**src/hdl/ssig_pkg.sv**
```systemverilog
package ssig_pkg;

  ////////////////////////////////////////////////////////////////////////////
  // Clock and timing
  localparam int CLK_PERIOD_NS = 10;
  localparam int FS_PRE_DOWN_US = 20;
  localparam int FS_DEBOUNCE_US = 20;
  localparam int FS_HWD_RELEASE_US = 30;
  localparam int FS_PRE_DOWN_CYC = (FS_PRE_DOWN_US * 1000 + CLK_PERIOD_NS - 1) / CLK_PERIOD_NS;
  localparam int FS_DEBOUNCE_CYC = (FS_DEBOUNCE_US * 1000 + CLK_PERIOD_NS - 1) / CLK_PERIOD_NS;
  localparam int FS_HWD_RELEASE_CYC =
      (FS_HWD_RELEASE_US * 1000 + CLK_PERIOD_NS - 1) / CLK_PERIOD_NS;
  localparam int FS_CNT_W = 12;

  ////////////////////////////////////////////////////////////////////////////
  // Host link
  localparam logic [6:0] I2C_ADDR_BASE = 7'h08;
  localparam logic [6:0] I2C_ADDR_CFG = 7'h08;
  localparam logic [7:0] CRC_POLY = 8'h1D;
  localparam logic [7:0] CRC_INIT = 8'hFF;
  localparam logic [3:0] I2C_BITS_PER_BYTE = 4'h8;
  localparam logic [2:0] BYTE_ADDR = 3'h0;
  localparam logic [2:0] BYTE_REG = 3'h1;
  localparam logic [2:0] BYTE_DATA = 3'h2;
  localparam logic [2:0] BYTE_CRC = 3'h3;
  localparam logic [2:0] BYTE_EXTRA = 3'h4;

  ////////////////////////////////////////////////////////////////////////////
  // Flag positions in the clear strobe vector
  localparam int FLG_SAFE = 0;
  localparam int FLG_WDI = 1;
  localparam int FLG_SFAULT = 2;
  // Position of the hard watchdog cause in the fault vector
  localparam int CAUSE_HWD = 5;
  localparam int CAUSE_W = 6;

  typedef enum logic [2:0] {
    FS_OFF,
    FS_START,
    FS_RUN,
    FS_PRE,
    FS_DOWN,
    FS_HWD
  } ssig_fs_e;

endpackage

```
**src/hdl/ssig_sync2.sv**
```systemverilog
`timescale 1ns/1ps
module ssig_sync2 #(
  parameter int W = 1,
  parameter logic [W-1:0] RST_VAL = '0
) (
  input wire logic i_clk_sys,
  input wire logic i_rst,
  input wire logic [W-1:0] i_async,
  output logic [W-1:0] o_sync
);
  typedef struct packed {
    logic [W-1:0] meta;
    logic [W-1:0] stable;
  } ssig_sync_s;

  ssig_sync_s st_r;
  ssig_sync_s st_nxt;

  if (W < 1) begin : g_bad_width
    $error("bad width");
  end

  // Only the second stage is visible outside
  always_comb begin
    st_nxt.meta = i_async;
    st_nxt.stable = st_r.meta;
  end

  always_ff @(posedge i_clk_sys) begin
    if (i_rst) begin
      st_r <= {RST_VAL, RST_VAL};
    end else begin
      st_r <= st_nxt;
    end
  end

  assign o_sync = st_r.stable;
endmodule

```
**src/hdl/ssig_crc8.sv**
```systemverilog
`timescale 1ns/1ps
module ssig_crc8 (
  input wire logic [7:0] i_crc,
  input wire logic [7:0] i_data,
  output logic [7:0] o_crc
);
  import ssig_pkg::*;

  // One byte, MSB first, no reflection and no final inversion
  always_comb begin
    o_crc = i_crc ^ i_data;
    for (int k = 0; k < 8; k++) begin
      if (o_crc[7]) begin
        o_crc = {o_crc[6:0], 1'b0} ^ CRC_POLY;
      end else begin
        o_crc = {o_crc[6:0], 1'b0};
      end
    end
  end
endmodule

```
**src/hdl/ssig_top.sv**
```systemverilog
// Behaviour
// Active-safe fuse: pin low from fuse load while safe.
// Safe entry: self-test, enabled flags, hard reset, off with reset.
// Each safe entry drives pin low and sets safe flag.
// Exit only: host reset high, no faults, flags clear.
// Soft watchdog reset drives pin only if input enable set.
// Soft-fault enable: OV, UV, current limit drive pin at once.
// Config pin high: configuration mode; low: normal.
// Configuration mode answers on fixed address 0x08.
// Configuration mode disables all watchdog operation; code still lets i_hard_wdog_reset enter safe state.
// Config mode without power-up: no CRC, no secure write.
// Fail-sync fuse clear: pin ignored.
// Internal fault: fail-sync low 20 us before power-down.
// Listed fault causes assert fail-sync on power-down.
// Fail-sync held low throughout off mode.
// External low held 20 us in system-on: fail event.
// Power-on releases fail-sync; peer low pauses power-up.
// Hard watchdog: release after 30 us, reload fuses.
// Slave address is 0x08 plus 3-bit fuse field.
// Byte latched after bit eight; shorter fragment dropped, no ack.
// CRC fuse set: verify each transaction.
// CRC mismatch: drop command, maskable CRC interrupt.
// CRC is 8-bit polynomial 0x1D, preset 0xFF per transaction.
// Pin released when flags clear or supply undervoltage.
// Not-ok flags clear on write one; zero keeps.
// CRC over address, register, data; CRC byte follows.
// 20 and 30 us intervals counted on system clock.
`timescale 1ns/1ps
module ssig_top #(
  parameter int PRE_DOWN_CYC = ssig_pkg::FS_PRE_DOWN_CYC,
  parameter int DEBOUNCE_CYC = ssig_pkg::FS_DEBOUNCE_CYC,
  parameter int HWD_RELEASE_CYC = ssig_pkg::FS_HWD_RELEASE_CYC
) (
  input wire logic i_clk_sys,
  input wire logic i_rst,
  input wire logic i_fuse_loaded,
  input wire logic i_active_safe_mode_fuse,
  input wire logic i_fail_sync_enable_fuse,
  input wire logic i_crc_enable_fuse,
  input wire logic [2:0] i_i2c_addr_fuse,
  input wire logic i_config_mode_pin,
  input wire logic i_host_reset_n,
  input wire logic i_analog_self_test_fail,
  input wire logic i_regulator_fault,
  input wire logic i_soft_fault,
  input wire logic i_wdog_input_event,
  input wire logic i_soft_wdog_reset,
  input wire logic i_hard_wdog_reset,
  input wire logic i_off_mode,
  input wire logic i_vin_uvdet,
  input wire logic i_wdog_input_safety_enable,
  input wire logic i_soft_fault_safety_enable,
  input wire logic [2:0] i_flag_clear,
  input wire logic i_power_on_request,
  input wire logic [ssig_pkg::CAUSE_W-1:0] i_fault_off_cause,
  input wire logic i_power_down_done,
  input wire logic i_fail_sync_n_i,
  input wire logic i_scl,
  input wire logic i_sda_i,
  input wire logic i_crc_irq_mask,
  input wire logic i_crc_irq_clear,
  output logic o_safety_output_n_o,
  output logic o_safety_output_n_oe,
  output logic o_safe_state,
  output logic o_safe_state_not_ok_flag,
  output logic o_wdog_input_not_ok_flag,
  output logic o_soft_fault_not_ok_flag,
  output logic o_try_before_burn_mode,
  output logic o_wdog_disable,
  output logic o_secure_write_disable,
  output logic o_fail_sync_n_o,
  output logic o_fail_sync_n_oe,
  output logic o_power_down_start,
  output logic o_power_up_hold,
  output logic o_reload_fuses,
  output logic o_sda_o,
  output logic o_sda_oe,
  output logic o_wr_valid,
  output logic [7:0] o_wr_reg,
  output logic [7:0] o_wr_data,
  output logic o_crc_irq_flag,
  output logic o_irq_out_n
);
  import ssig_pkg::*;

  if (PRE_DOWN_CYC < 1 || PRE_DOWN_CYC >= (1 << FS_CNT_W) ||
      DEBOUNCE_CYC < 1 || DEBOUNCE_CYC >= (1 << FS_CNT_W) ||
      HWD_RELEASE_CYC < 1 || HWD_RELEASE_CYC >= (1 << FS_CNT_W)) begin : g_bad_count
    $error("interval count out of range");
  end

  localparam logic [FS_CNT_W-1:0] PRE_LAST = FS_CNT_W'(PRE_DOWN_CYC - 1);
  localparam logic [FS_CNT_W-1:0] DEB_LAST = FS_CNT_W'(DEBOUNCE_CYC - 1);
  localparam logic [FS_CNT_W-1:0] REL_LAST = FS_CNT_W'(HWD_RELEASE_CYC - 1);

  typedef struct packed {
    logic loaded_d;
    logic safe;
    logic ass_nok;
    logic wdi_nok;
    logic sf_nok;
    logic safe_drive;
    ssig_fs_e fs;
    logic fs_hwd;
    logic [FS_CNT_W-1:0] fs_cnt;
    logic fs_drive;
    logic pd_start;
    logic reload;
    logic hold;
    logic scl_d;
    logic sda_d;
    logic i2c_on;
    logic sel;
    logic acking;
    logic ack_drive;
    logic [3:0] bitcnt;
    logic [2:0] bidx;
    logic [7:0] sh;
    logic [7:0] crc;
    logic [7:0] reg_b;
    logic [7:0] data_b;
    logic wr_valid;
    logic [7:0] wr_reg;
    logic [7:0] wr_data;
    logic crc_err;
    logic irq_n;
  } ssig_st_s;

  localparam ssig_st_s ST_RST = '{fs: FS_OFF, crc: CRC_INIT, fs_drive: 1'b1, irq_n: 1'b1,
                                  scl_d: 1'b1, sda_d: 1'b1, default: '0};

  ssig_st_s st_r;
  ssig_st_s st_nxt;

  logic [3:0] pins_s;
  logic cfg_s;
  logic fs_pin_s;
  logic scl_s;
  logic sda_s;
  logic [7:0] crc_next;
  logic [6:0] my_addr;
  logic crc_active;
  logic load_rise;
  logic enter_ev;
  logic exit_ok;
  logic wdi_set;
  logic sf_set;
  logic ext_low;
  logic fault_ev;
  logic scl_rise;
  logic scl_fall;
  logic i2c_start;
  logic i2c_stop;
  logic byte_done;
  logic crc_bad;

  ////////////////////////////////////////////////////////////////////////////
  // Pin synchronisers and CRC step
  ssig_sync2 #(
    .W(4),
    .RST_VAL(4'h7)
  ) u_sync (
    .i_clk_sys(i_clk_sys),
    .i_rst(i_rst),
    .i_async({i_config_mode_pin, i_fail_sync_n_i, i_scl, i_sda_i}),
    .o_sync(pins_s)
  );

  assign cfg_s = pins_s[3];
  assign fs_pin_s = pins_s[2];
  assign scl_s = pins_s[1];
  assign sda_s = pins_s[0];

  ssig_crc8 u_crc (
    .i_crc(st_r.crc),
    .i_data(st_r.sh),
    .o_crc(crc_next)
  );

  ////////////////////////////////////////////////////////////////////////////
  // Next state
  always_comb begin
    st_nxt = st_r;
    st_nxt.pd_start = 1'b0;
    st_nxt.reload = 1'b0;
    st_nxt.wr_valid = 1'b0;
    st_nxt.loaded_d = i_fuse_loaded;
    my_addr = cfg_s ? I2C_ADDR_CFG : (I2C_ADDR_BASE | {4'h0, i_i2c_addr_fuse});
    crc_active = i_crc_enable_fuse & ~(cfg_s & ~i_power_on_request);
    load_rise = i_fuse_loaded & ~st_r.loaded_d;

    // Safety output and its not-ok flags; a set in the clear cycle wins
    wdi_set = i_wdog_input_safety_enable & ~cfg_s &
              (i_wdog_input_event | i_soft_wdog_reset);
    sf_set = i_soft_fault_safety_enable & i_soft_fault;
    st_nxt.wdi_nok = wdi_set | (st_r.wdi_nok & ~i_flag_clear[FLG_WDI]);
    st_nxt.sf_nok = sf_set | (st_r.sf_nok & ~i_flag_clear[FLG_SFAULT]);
    enter_ev = i_active_safe_mode_fuse & st_r.loaded_d &
               (i_analog_self_test_fail |
                (st_r.wdi_nok & i_wdog_input_safety_enable) |
                (st_r.sf_nok & i_soft_fault_safety_enable) |
                i_hard_wdog_reset |
                (i_off_mode & ~i_host_reset_n));
    st_nxt.ass_nok = enter_ev | (st_r.ass_nok & ~i_flag_clear[FLG_SAFE]);
    exit_ok = i_host_reset_n & ~i_analog_self_test_fail & ~i_regulator_fault &
              ~st_nxt.wdi_nok & ~st_nxt.sf_nok & ~st_nxt.ass_nok;
    if (!i_active_safe_mode_fuse) begin
      st_nxt.safe = 1'b0;
    end else if (load_rise || enter_ev || st_r.ass_nok) begin
      st_nxt.safe = 1'b1;
    end else if (exit_ok) begin
      st_nxt.safe = 1'b0;
    end
    // Undervoltage lets the pin go but keeps the flags for software
    st_nxt.safe_drive = (st_nxt.safe | st_nxt.ass_nok | st_nxt.wdi_nok | st_nxt.sf_nok) &
                        ~i_vin_uvdet;

    // Fail-sync sequencing
    ext_low = i_fail_sync_enable_fuse & ~fs_pin_s;
    fault_ev = |i_fault_off_cause;
    unique case (st_r.fs)
      FS_OFF: begin
        st_nxt.fs_cnt = '0;
        if (i_power_on_request) begin
          st_nxt.fs = FS_START;
        end
      end
      FS_START: begin
        if (!ext_low) begin
          st_nxt.fs = FS_RUN;
        end
      end
      FS_RUN: begin
        if (i_off_mode) begin
          st_nxt.fs = FS_OFF;
        end else if (fault_ev) begin
          st_nxt.fs_hwd = i_fault_off_cause[CAUSE_HWD];
          st_nxt.fs_cnt = '0;
          if (i_fail_sync_enable_fuse) begin
            st_nxt.fs = FS_PRE;
          end else begin
            st_nxt.fs = FS_DOWN;
            st_nxt.pd_start = 1'b1;
          end
        end else if (ext_low) begin
          if (st_r.fs_cnt == DEB_LAST) begin
            st_nxt.fs = FS_DOWN;
            st_nxt.fs_hwd = 1'b0;
            st_nxt.pd_start = 1'b1;
          end else begin
            st_nxt.fs_cnt = st_r.fs_cnt + 1'b1;
          end
        end else begin
          st_nxt.fs_cnt = '0;
        end
      end
      FS_PRE: begin
        if (st_r.fs_cnt == PRE_LAST) begin
          st_nxt.fs = FS_DOWN;
          st_nxt.pd_start = 1'b1;
        end else begin
          st_nxt.fs_cnt = st_r.fs_cnt + 1'b1;
        end
      end
      FS_DOWN: begin
        st_nxt.fs_cnt = '0;
        if (i_power_down_done) begin
          st_nxt.fs = st_r.fs_hwd ? FS_HWD : FS_OFF;
        end
      end
      FS_HWD: begin
        if (st_r.fs_cnt == REL_LAST) begin
          st_nxt.fs = FS_START;
          st_nxt.reload = 1'b1;
        end else begin
          st_nxt.fs_cnt = st_r.fs_cnt + 1'b1;
        end
      end
    endcase
    st_nxt.fs_drive = (st_nxt.fs != FS_START) && (st_nxt.fs != FS_RUN);
    st_nxt.hold = (st_nxt.fs == FS_START) & ext_low;

    // Host link slave, sampled from the synchronised pins
    st_nxt.scl_d = scl_s;
    st_nxt.sda_d = sda_s;
    scl_rise = scl_s & ~st_r.scl_d;
    scl_fall = ~scl_s & st_r.scl_d;
    i2c_start = scl_s & st_r.scl_d & st_r.sda_d & ~sda_s;
    i2c_stop = scl_s & st_r.scl_d & ~st_r.sda_d & sda_s;
    byte_done = 1'b0;
    crc_bad = 1'b0;
    if (i2c_start) begin
      st_nxt.i2c_on = 1'b1;
      st_nxt.sel = 1'b0;
      st_nxt.bidx = BYTE_ADDR;
      st_nxt.bitcnt = '0;
      st_nxt.acking = 1'b0;
      st_nxt.ack_drive = 1'b0;
      st_nxt.crc = CRC_INIT;
    end else if (i2c_stop) begin
      // A fragment short of eight bits is simply dropped here
      st_nxt.i2c_on = 1'b0;
      st_nxt.bitcnt = '0;
      st_nxt.acking = 1'b0;
      st_nxt.ack_drive = 1'b0;
    end else if (st_r.i2c_on) begin
      if (scl_rise && !st_r.acking && st_r.bitcnt < I2C_BITS_PER_BYTE) begin
        st_nxt.sh = {st_r.sh[6:0], sda_s};
        st_nxt.bitcnt = st_r.bitcnt + 1'b1;
      end
      if (scl_fall && st_r.acking) begin
        st_nxt.acking = 1'b0;
        st_nxt.ack_drive = 1'b0;
      end else if (scl_fall && st_r.bitcnt == I2C_BITS_PER_BYTE) begin
        byte_done = 1'b1;
        st_nxt.bitcnt = '0;
        st_nxt.acking = 1'b1;
        st_nxt.ack_drive = 1'b0;
        if (st_r.bidx != BYTE_EXTRA) begin
          st_nxt.bidx = st_r.bidx + 1'b1;
        end
        unique case (st_r.bidx)
          BYTE_ADDR: begin
            if (st_r.sh[7:1] == my_addr && !st_r.sh[0]) begin
              st_nxt.sel = 1'b1;
              st_nxt.ack_drive = 1'b1;
              st_nxt.crc = crc_next;
            end
          end
          BYTE_REG: begin
            if (st_r.sel) begin
              st_nxt.reg_b = st_r.sh;
              st_nxt.ack_drive = 1'b1;
              st_nxt.crc = crc_next;
            end
          end
          BYTE_DATA: begin
            if (st_r.sel) begin
              st_nxt.data_b = st_r.sh;
              st_nxt.ack_drive = 1'b1;
              st_nxt.crc = crc_next;
              if (!crc_active) begin
                st_nxt.wr_valid = 1'b1;
                st_nxt.wr_reg = st_r.reg_b;
                st_nxt.wr_data = st_r.sh;
              end
            end
          end
          BYTE_CRC: begin
            if (st_r.sel && crc_active) begin
              st_nxt.ack_drive = 1'b1;
              if (st_r.sh == st_r.crc) begin
                st_nxt.wr_valid = 1'b1;
                st_nxt.wr_reg = st_r.reg_b;
                st_nxt.wr_data = st_r.data_b;
              end else begin
                crc_bad = 1'b1;
              end
            end
          end
          default: begin
            st_nxt.ack_drive = 1'b0;
          end
        endcase
      end
    end
    st_nxt.crc_err = crc_bad | (st_r.crc_err & ~i_crc_irq_clear);
    st_nxt.irq_n = ~(st_nxt.crc_err & ~i_crc_irq_mask);
  end

  always_ff @(posedge i_clk_sys) begin
    if (i_rst) begin
      st_r <= ST_RST;
    end else begin
      st_r <= st_nxt;
    end
  end

  ////////////////////////////////////////////////////////////////////////////
  // Outputs
  assign o_safety_output_n_o = 1'b0;
  assign o_safety_output_n_oe = st_r.safe_drive;
  assign o_safe_state = st_r.safe;
  assign o_safe_state_not_ok_flag = st_r.ass_nok;
  assign o_wdog_input_not_ok_flag = st_r.wdi_nok;
  assign o_soft_fault_not_ok_flag = st_r.sf_nok;
  assign o_try_before_burn_mode = cfg_s;
  assign o_wdog_disable = cfg_s;
  assign o_secure_write_disable = cfg_s & ~i_power_on_request;
  assign o_fail_sync_n_o = 1'b0;
  // Gated by the fuse so a disabled link never loads a shared wire
  assign o_fail_sync_n_oe = i_fail_sync_enable_fuse & st_r.fs_drive;
  assign o_power_down_start = st_r.pd_start;
  assign o_power_up_hold = st_r.hold;
  assign o_reload_fuses = st_r.reload;
  assign o_sda_o = 1'b0;
  assign o_sda_oe = st_r.ack_drive;
  assign o_wr_valid = st_r.wr_valid;
  assign o_wr_reg = st_r.wr_reg;
  assign o_wr_data = st_r.wr_data;
  assign o_crc_irq_flag = st_r.crc_err;
  assign o_irq_out_n = st_r.irq_n;

  ////////////////////////////////////////////////////////////////////////////
  // Checks
  safe_entry_a: assert property (@(posedge i_clk_sys) disable iff (i_rst)
    enter_ev && !i_vin_uvdet |=> o_safe_state && o_safe_state_not_ok_flag && o_safety_output_n_oe)
    else $error("safe entry missed");
  nok_keep_a: assert property (@(posedge i_clk_sys) disable iff (i_rst)
    o_safe_state_not_ok_flag && !i_flag_clear[FLG_SAFE] |=> o_safe_state_not_ok_flag)
    else $error("safe flag lost");
  soft_fault_a: assert property (@(posedge i_clk_sys) disable iff (i_rst)
    i_soft_fault && i_soft_fault_safety_enable && !i_vin_uvdet |=> o_safety_output_n_oe)
    else $error("soft fault missed");
  exit_block_a: assert property (@(posedge i_clk_sys) disable iff (i_rst)
    i_active_safe_mode_fuse && o_safe_state && !i_host_reset_n |=> o_safe_state)
    else $error("early safe exit");
  addr_sel_a: assert property (@(posedge i_clk_sys) disable iff (i_rst)
    cfg_s |-> my_addr == 7'h08 && o_wdog_disable)
    else $error("config mode wrong");
  crc_off_a: assert property (@(posedge i_clk_sys) disable iff (i_rst)
    cfg_s && !i_power_on_request |-> !crc_active && o_secure_write_disable)
    else $error("CRC not disabled");
  pre_down_a: assert property (@(posedge i_clk_sys) disable iff (i_rst)
    o_power_down_start && $past(st_r.fs) == FS_PRE |->
      $past(st_r.fs_cnt) == PRE_LAST && $past(o_fail_sync_n_oe))
    else $error("lead time short");
  debounce_a: assert property (@(posedge i_clk_sys) disable iff (i_rst)
    o_power_down_start && $past(st_r.fs) == FS_RUN && !$past(fault_ev) |->
      $past(st_r.fs_cnt) == DEB_LAST && o_fail_sync_n_oe)
    else $error("debounce short");
  off_low_a: assert property (@(posedge i_clk_sys) disable iff (i_rst)
    i_fail_sync_enable_fuse && st_r.fs == FS_OFF |-> o_fail_sync_n_oe)
    else $error("off release");
  fs_ignore_a: assert property (@(posedge i_clk_sys) disable iff (i_rst)
    !i_fail_sync_enable_fuse |-> !o_fail_sync_n_oe && !ext_low)
    else $error("fail-sync not ignored");
  crc_bad_a: assert property (@(posedge i_clk_sys) disable iff (i_rst)
    crc_bad |=> o_crc_irq_flag && !o_wr_valid ##0 (o_irq_out_n == $past(i_crc_irq_mask)))
    else $error("CRC error missed");
endmodule

```
**config.mk**
```make
export PLATFORM = sky130hd
export DESIGN_NAME = ssig_top
export DESIGN_NICKNAME = d
export VERILOG_FILES = /design/src/hdl/ssig_pkg.sv /design/src/hdl/ssig_sync2.sv /design/src/hdl/ssig_crc8.sv /design/src/hdl/ssig_top.sv
export SDC_FILE = /design/constraint.sdc
export NUM_CORES = 1
export LEC_CHECK = 0
export ABC_AREA = 1
export BUFFER_PORTS_ARGS = -buffer_cell sky130_fd_sc_hd__buf_2
export CAP_MARGIN = 10
export CORE_ASPECT_RATIO = 0.75
export CORE_MARGIN = 2
export CORE_UTILIZATION = 40
export CTS_BUF_LIST = sky130_fd_sc_hd__clkbuf_4
export DETAILED_ROUTE_END_ITERATION = 8
export MAX_ROUTING_LAYER = met4
export SLEW_MARGIN = 10
export SYNTH_ARGS = -nofsm -noshare
export SYNTH_HDL_FRONTEND = slang
export SYNTH_SLANG_ARGS = --single-unit
```
**constraint.sdc**
```tcl
create_clock -name i_clk_sys -period 2.1 [get_ports i_clk_sys]
set_input_delay 0.42 -clock i_clk_sys [delete_from_list [all_inputs] [get_ports i_clk_sys]]
set_output_delay 0.42 -clock i_clk_sys [all_outputs]
set_load 0.05 [all_outputs]
```
==> results of run 1 <==
cell type report:
type | count | area, µm² | share of cell area
clock buffer | 10 | 75.1 | 0.0128
clock inverter | 6 | 66.3 | 0.0113
inverter | 117 | 439 | 0.0747
multi-input combinational | 519 | 2610 | 0.444
sequential | 98 | 1960 | 0.334
tap | 171 | 214 | 0.0364
timing repair buffer | 87 | 508 | 0.0864
metrics by stage:
stage | cell area (µm²) | utilization | hold slack [ns]
2_1_floorplan | 5280 | - | 0.381
3_3_place_gp | 5700 | 0.441 | 0.384
3_5_place_dp | 5700 | 0.441 | 0.391
4_1_cts | 5850 | 0.452 | 0.0823
5_1_grt | 5880 | 0.455 | 0.0800
6_report | 5880 | 0.455 | 0.119
synth_stat cells:
library cell	n
nand2_1	163
inv_1	110
dfxtp_1	98
nor2_1	94
a21oi_1	63
o21ai_0	56
nand3_1	42
buf_4	20
xor2_1	14
nor3_1	11
clkbuf_1	9
nand2_2	9
nand4_1	9
ha_1	8
inv_2	7
or2_2	7
xnor2_1	7
buf_6	6
buf_2	5
xnor2_2	5
o211ai_1	4
a211oi_1	3
nor2_2	3
o21a_1	3
nand2_4	2
nand3b_1	2
a21oi_4	1
a22oi_1	1
a31o_2	1
and3_1	1
conb_1	1
nand3_2	1
nor3_2	1
nor3_4	1
nor3b_1	1
nor4_1	1
o21bai_1	1
o32ai_1	1
critical path, cell delays in order (launching register included):
cell     delay (ns)
dfxtp_1        0.44
xnor2_1        0.37
nand4_1        0.18
nor2_2         0.20
nand2_2        0.09
nand2_4        0.14
nand2_8        0.14
a21oi_1        0.15
nor2_1         0.05
logic make-up (layout without fill, tap and decap cells):
logic type	Yosys count	in the layout
AOI/OAI and AO/OA	134	134
xor gates and xnor gates	26	26
adders and majority gates	8	8
buffers and inverters	157	220
DFF	98	98
other	1	3
and+or+nand+nor	348	348
metal layers:
metal / track usage / vias to the layer above / wire length, µm
met3: 0.0375 / 13 / 660
li1: - / 2528 / -
met5: - / - / 0
met2: 0.260 / 113 / 4660
met4: 0.0529 / 0 / 146
met1: 0.274 / 2067 / 6460
power by group through the flow:
stage	logic [µW]	registers, µW	clock network [µW]
detailed placement	503	2020	0
global placement	504	2020	0
floorplan	356	2040	0
finish	504	1980	1040
global route	578	1990	1160
CTS	505	1980	1080
worst paths after layout:
kind | end | startpoint | depth (start not counted)
min | u_sync.st_nxt[2] | i_fail_sync_n_i | 2
max | o_wr_reg[0] | st_r[43] | 8
min reg2reg | u_sync.o_sync[3] | u_sync.st_nxt[3] | 2
max reg2reg | o_wr_reg[0] | st_r[43] | 8
what timing repair did:
item,in CTS,in global routing
setup buffers,0,1
setup endpoints to repair,0,19
gates resized for setup,0,3
==> out/metrics.cfg, run 1 <==
[logic_synthesis]
netlist.area_leader.share=0.373
syn_area_per_cell_um2=6.82
synth.distinct_cells=38
synth_area_leaders=dfxtp_1 (37%), nand2_1 (12%), inv_1 (7.8%)
synth_adder_area_share=0.0190
ys_seq_area_frac=0.373
yosys.area.top_type=dfxtp_1
synth.yosys.warnings=0
netlist_area_um2=5270
postSynthRegisterBits=98
synth_compound_gate_area_share=0.137
synth_top_family_by_area=simple AND/OR/NAND/NOR gates
synth.mux.area_fraction=0
synthSimpleGateAreaFrac=0.285
synth_xor_xnor_area_share=0.0504
post_synth_inst_count=772

[clocking]
clk-insertion-delay-late_ns=0.48
cts_num_sinks=98
clkTransAtPathRegs_ns=0.15
cts_hold_repair.buffers=0
largest_buffer_count_on_any_clock_path=2
root_buffer=clkbuf_4
cts_made_buffers=9
tritoncts_clock_tree=built
htree_levels=3

[run]
max-cap-violations=0

[worst_setup_path]
worst_setup_path_start_kind=register
worst-path-max-fanout=24
crit_arrival_ns=2.22
crit_required_ns=2.48
worst_case_register_to_register_setup_slack_ns=0.26
worst-setup-path-type=reg2reg
worstSetupEndpointType=register

[drt]
antenna_left=0
drt-vias-per-instance=4.68
dr_iter_0_viols=358
drc_errors=0
routed_wl_um=11900
route.detailed.wl_per_inst_um=11.8
vias=4721
detail_route.first_pass.iterations=5

[layout]
final_nets=877
layout_commonest_cell=nand2_1
layout_overhead_on_the_synthesized_area_pct=11.6
fill_cells=1373
insertedDiodeCount=0
layout.cells.most_common_list=nand2_1 (162), inv_1 (109), dfxtp_1 (97)
post_route_cells_drive_above_1_share=0.171
largest_register_ffs=62
instances_no_fill=1008

[floorplanning]
area_of_the_die_um2=14100
starting_utilization_of_the_core_area=0.407
die_width_um=136
die_h_um=103
placementRows=36
floorplan.io_pins=72
coreArea_um2=12900

[pwr]
clkPwrFrac=0.295
totalPowerFinal_uw=3530
power_density_nw_per_um2=601
power.switching_fraction=0.298
power.sequential.fraction=0.562
static-leakage-power_uw=0.00281
share_comb_of_total_power=0.143
irDropWorstVdd_v=0.000269
power_report.internal_total_uw=2480
power.net_switching_uw=1050

[place]
place.port_buffers=68
dp_hpwl_um=8890
dpl_worst_slack_ns=0.212
numPlacedInstances=991
placer_s_final_routability_congestion_estimate=0.929

[sta]
timing_hold_violations_final=0
finalClockSkew_ns=0.0200
grt_setup_unrepaired=false
timing.setup.tns_ns=0
post-route-period-util=0.878
maxClockFrequency_mhz=543
fin_crit_ns=1.84
setup-violations-final=0
slew_violations=0
finalWorstSetupSlack_ns=0.257

[grt]
grt_start_max_net_pins=57
first_global_vias=4096
grt_pass1_wl_um=20100
global_route.usage.total=0.188
grt_overflow=0
grt_antenna_before_repair=0

[run_status]
outcome=complete, no violations

[worst_hold_path]
worst_min_delay_path_class=in2reg

Power figures use the tool's default switching activity.
==> run 2, diff against run 1 <==
Settings changed: BUFFER_PORTS_ARGS -buffer_cell sky130_fd_sc_hd__buf_2 to default, DONT_BUFFER_PORTS from default to 1.
==> run 2 against run 1 <==
Effect of this change:
- first-iteration DRC count fell by 6.1%
- register-to-register slack got worse by 0.07 ns
- global-route usage fell by 0.061 points
- cell count fell by 6.3%
- power fell by 2.1%
- die area did not move
- critical path depth rose by 1
- sequential share of layout area rose by 2.0 points
- largest power group unchanged
- clock-buffer cell count fell by 1
- worst setup slack got worse by 0.075 ns
- non-clock buffer count fell by 64
- clock skew fell by 0.0012 ns
==> out/metrics.cfg, run 2 (synthesized netlist as in run 1, its figures left out) <==
[run]
max-cap-violations=0

[worst_hold_path]
worst_min_delay_path_class=in2reg
endpoint_worst_hold=st_r[89]
worstHoldPathCells=2
timing.hold.worst.start=i_fuse_loaded

[drt]
antenna_left=0
detail_route.first_pass.iterations=5
drt-vias-per-instance=4.91
dr_iter_0_viols=336
route.detailed.wl_per_inst_um=13.0
routed_wl_um=12300
drc_errors=0
vias=4638

[sta]
setup-violations-final=0
timing.setup.tns_ns=0
worst_slew_pin_slew_ns=0.720
final.hold.worst_slack_ns=0.0472
grt_setup_unrepaired=false
maxClockFrequency_mhz=521
timing_hold_violations_final=0
fin_crit_ns=1.92
finalClockSkew_ns=0.0188
maxSlewHeadroom=0.518
post-route-period-util=0.913
slew_violations=0

[worst_setup_path]
crit_arrival_ns=2.32
r2r-end=st_r[19]
crit_required_ns=2.50
worst-path-max-fanout=9
timing.reg2reg.worst_path_depth=9
worstSetupEndpointType=register
rr_startpoint=st_r[55]
worst_case_register_to_register_setup_slack_ns=0.18
worst_setup_path_start_kind=register
worst-setup-path-type=reg2reg

[pwr]
power_density_nw_per_um2=624
irDropWorstVdd_v=0.000406
totalPowerFinal_uw=3460
static-leakage-power_uw=0.00251

[floorplanning]
die_width_um=136
starting_utilization_of_the_core_area=0.407
die_h_um=103
area_of_the_die_um2=14100
placementRows=36
coreArea_um2=12900
floorplan.io_pins=72

[place]
numPlacedInstances=926
place.port_buffers=0
placed_area_um2=5370
dp_hpwl_um=9100
placer_s_final_routability_congestion_estimate=0.955

[run_status]
outcome=complete, no violations

[grt]
grt_pass1_wl_um=20100
first_global_vias=4207
grt_antenna_before_repair=1
grt_overflow=0
grt_start_max_net_pins=57
global_route.usage.total=0.187

[clocking]
root_buffer=clkbuf_4
cts_made_buffers=9
htree_levels=3
tritoncts_clock_tree=built
clkTransAtPathRegs_ns=0.16
cts_num_sinks=98
largest_buffer_count_on_any_clock_path=2
clk-insertion-delay-late_ns=0.46

[layout]
final_design_area_no_fill_um2=5550
layout.cells.most_common_list=nand2_1 (162), inv_1 (110), dfxtp_1 (96)
final_nets=813
instances_no_fill=945
largest_register_ffs=62
post_route_cells_drive_above_1_share=0.102
fill_cells=1307
layout_commonest_cell=nand2_1
layout_overhead_on_the_synthesized_area_pct=5.35

run 2: worst max path at each step:
stage          slack (ns)              from  depth (start not counted)     endpoint
2_1_floorplan        0.04  u_sync.o_sync[3]                         10  o_wr_reg[0]
3_3_place_gp         0.21          st_r[54]                          9     st_r[22]
3_5_place_dp         0.16          st_r[55]                          9     st_r[29]
4_1_cts              0.12          st_r[54]                          9     st_r[29]
5_1_grt             0.007          st_r[50]                         10  o_wr_reg[3]
6_report             0.18          st_r[55]                          9     st_r[19]
run 2: final cells by class:
cell class                      count  area (µm²)  area share
Multi-Input combinational cell    519        2610       0.471
Sequential cell                    98        1960       0.354
Inverter                          117         442      0.0796
Tap cell                          171         214      0.0386
Timing Repair Buffer               23         175      0.0316
Clock inverter                      7        68.8      0.0124
Clock buffer                        9        67.6      0.0122
Antenna cell                        1        2.50    0.000451
run 2: critical path, stage by stage, from the launching register on:
cell	delay (ns)
dfxtp_1	0.36
inv_1	0.08
ha_1	0.14
nand2_1	0.06
nor3_1	0.19
nand2_2	0.18
inv_1	0.23
nand3_2	0.23
buf_4	0.23
a21oi_1	0.14
run 2: per-stage QoR:
stage,utilization,worst slack (ns)
after detailed placement,0.416,0.164
after CTS,0.427,0.118
after global placement,0.416,0.207
after global routing,0.429,0.00662
after floorplan,-,0.0359
final,0.429,0.182
run 2: power breakdown:
part	internal, µW	switching [µW]	total, µW
logic	145	300	446
registers	1930	76.3	2000
clock network	362	649	1010
run 2: timing repair:
action | CTS | global route
hold endpoints to repair | 14 | 0
setup buffers | 0 | 1
gates resized for setup | 0 | 5
endpoints found under the setup margin | 0 | 23
hold buffers | 1 | 0
run 2: metal layers:
layer / wire length [µm] / part of all wire / track usage
met5: 0 / 0 / -
met1: 6360 / 0.52 / 0.259
met4: 110 / 0.0090 / 0.0473
met3: 745 / 0.061 / 0.0443
met2: 5070 / 0.41 / 0.275
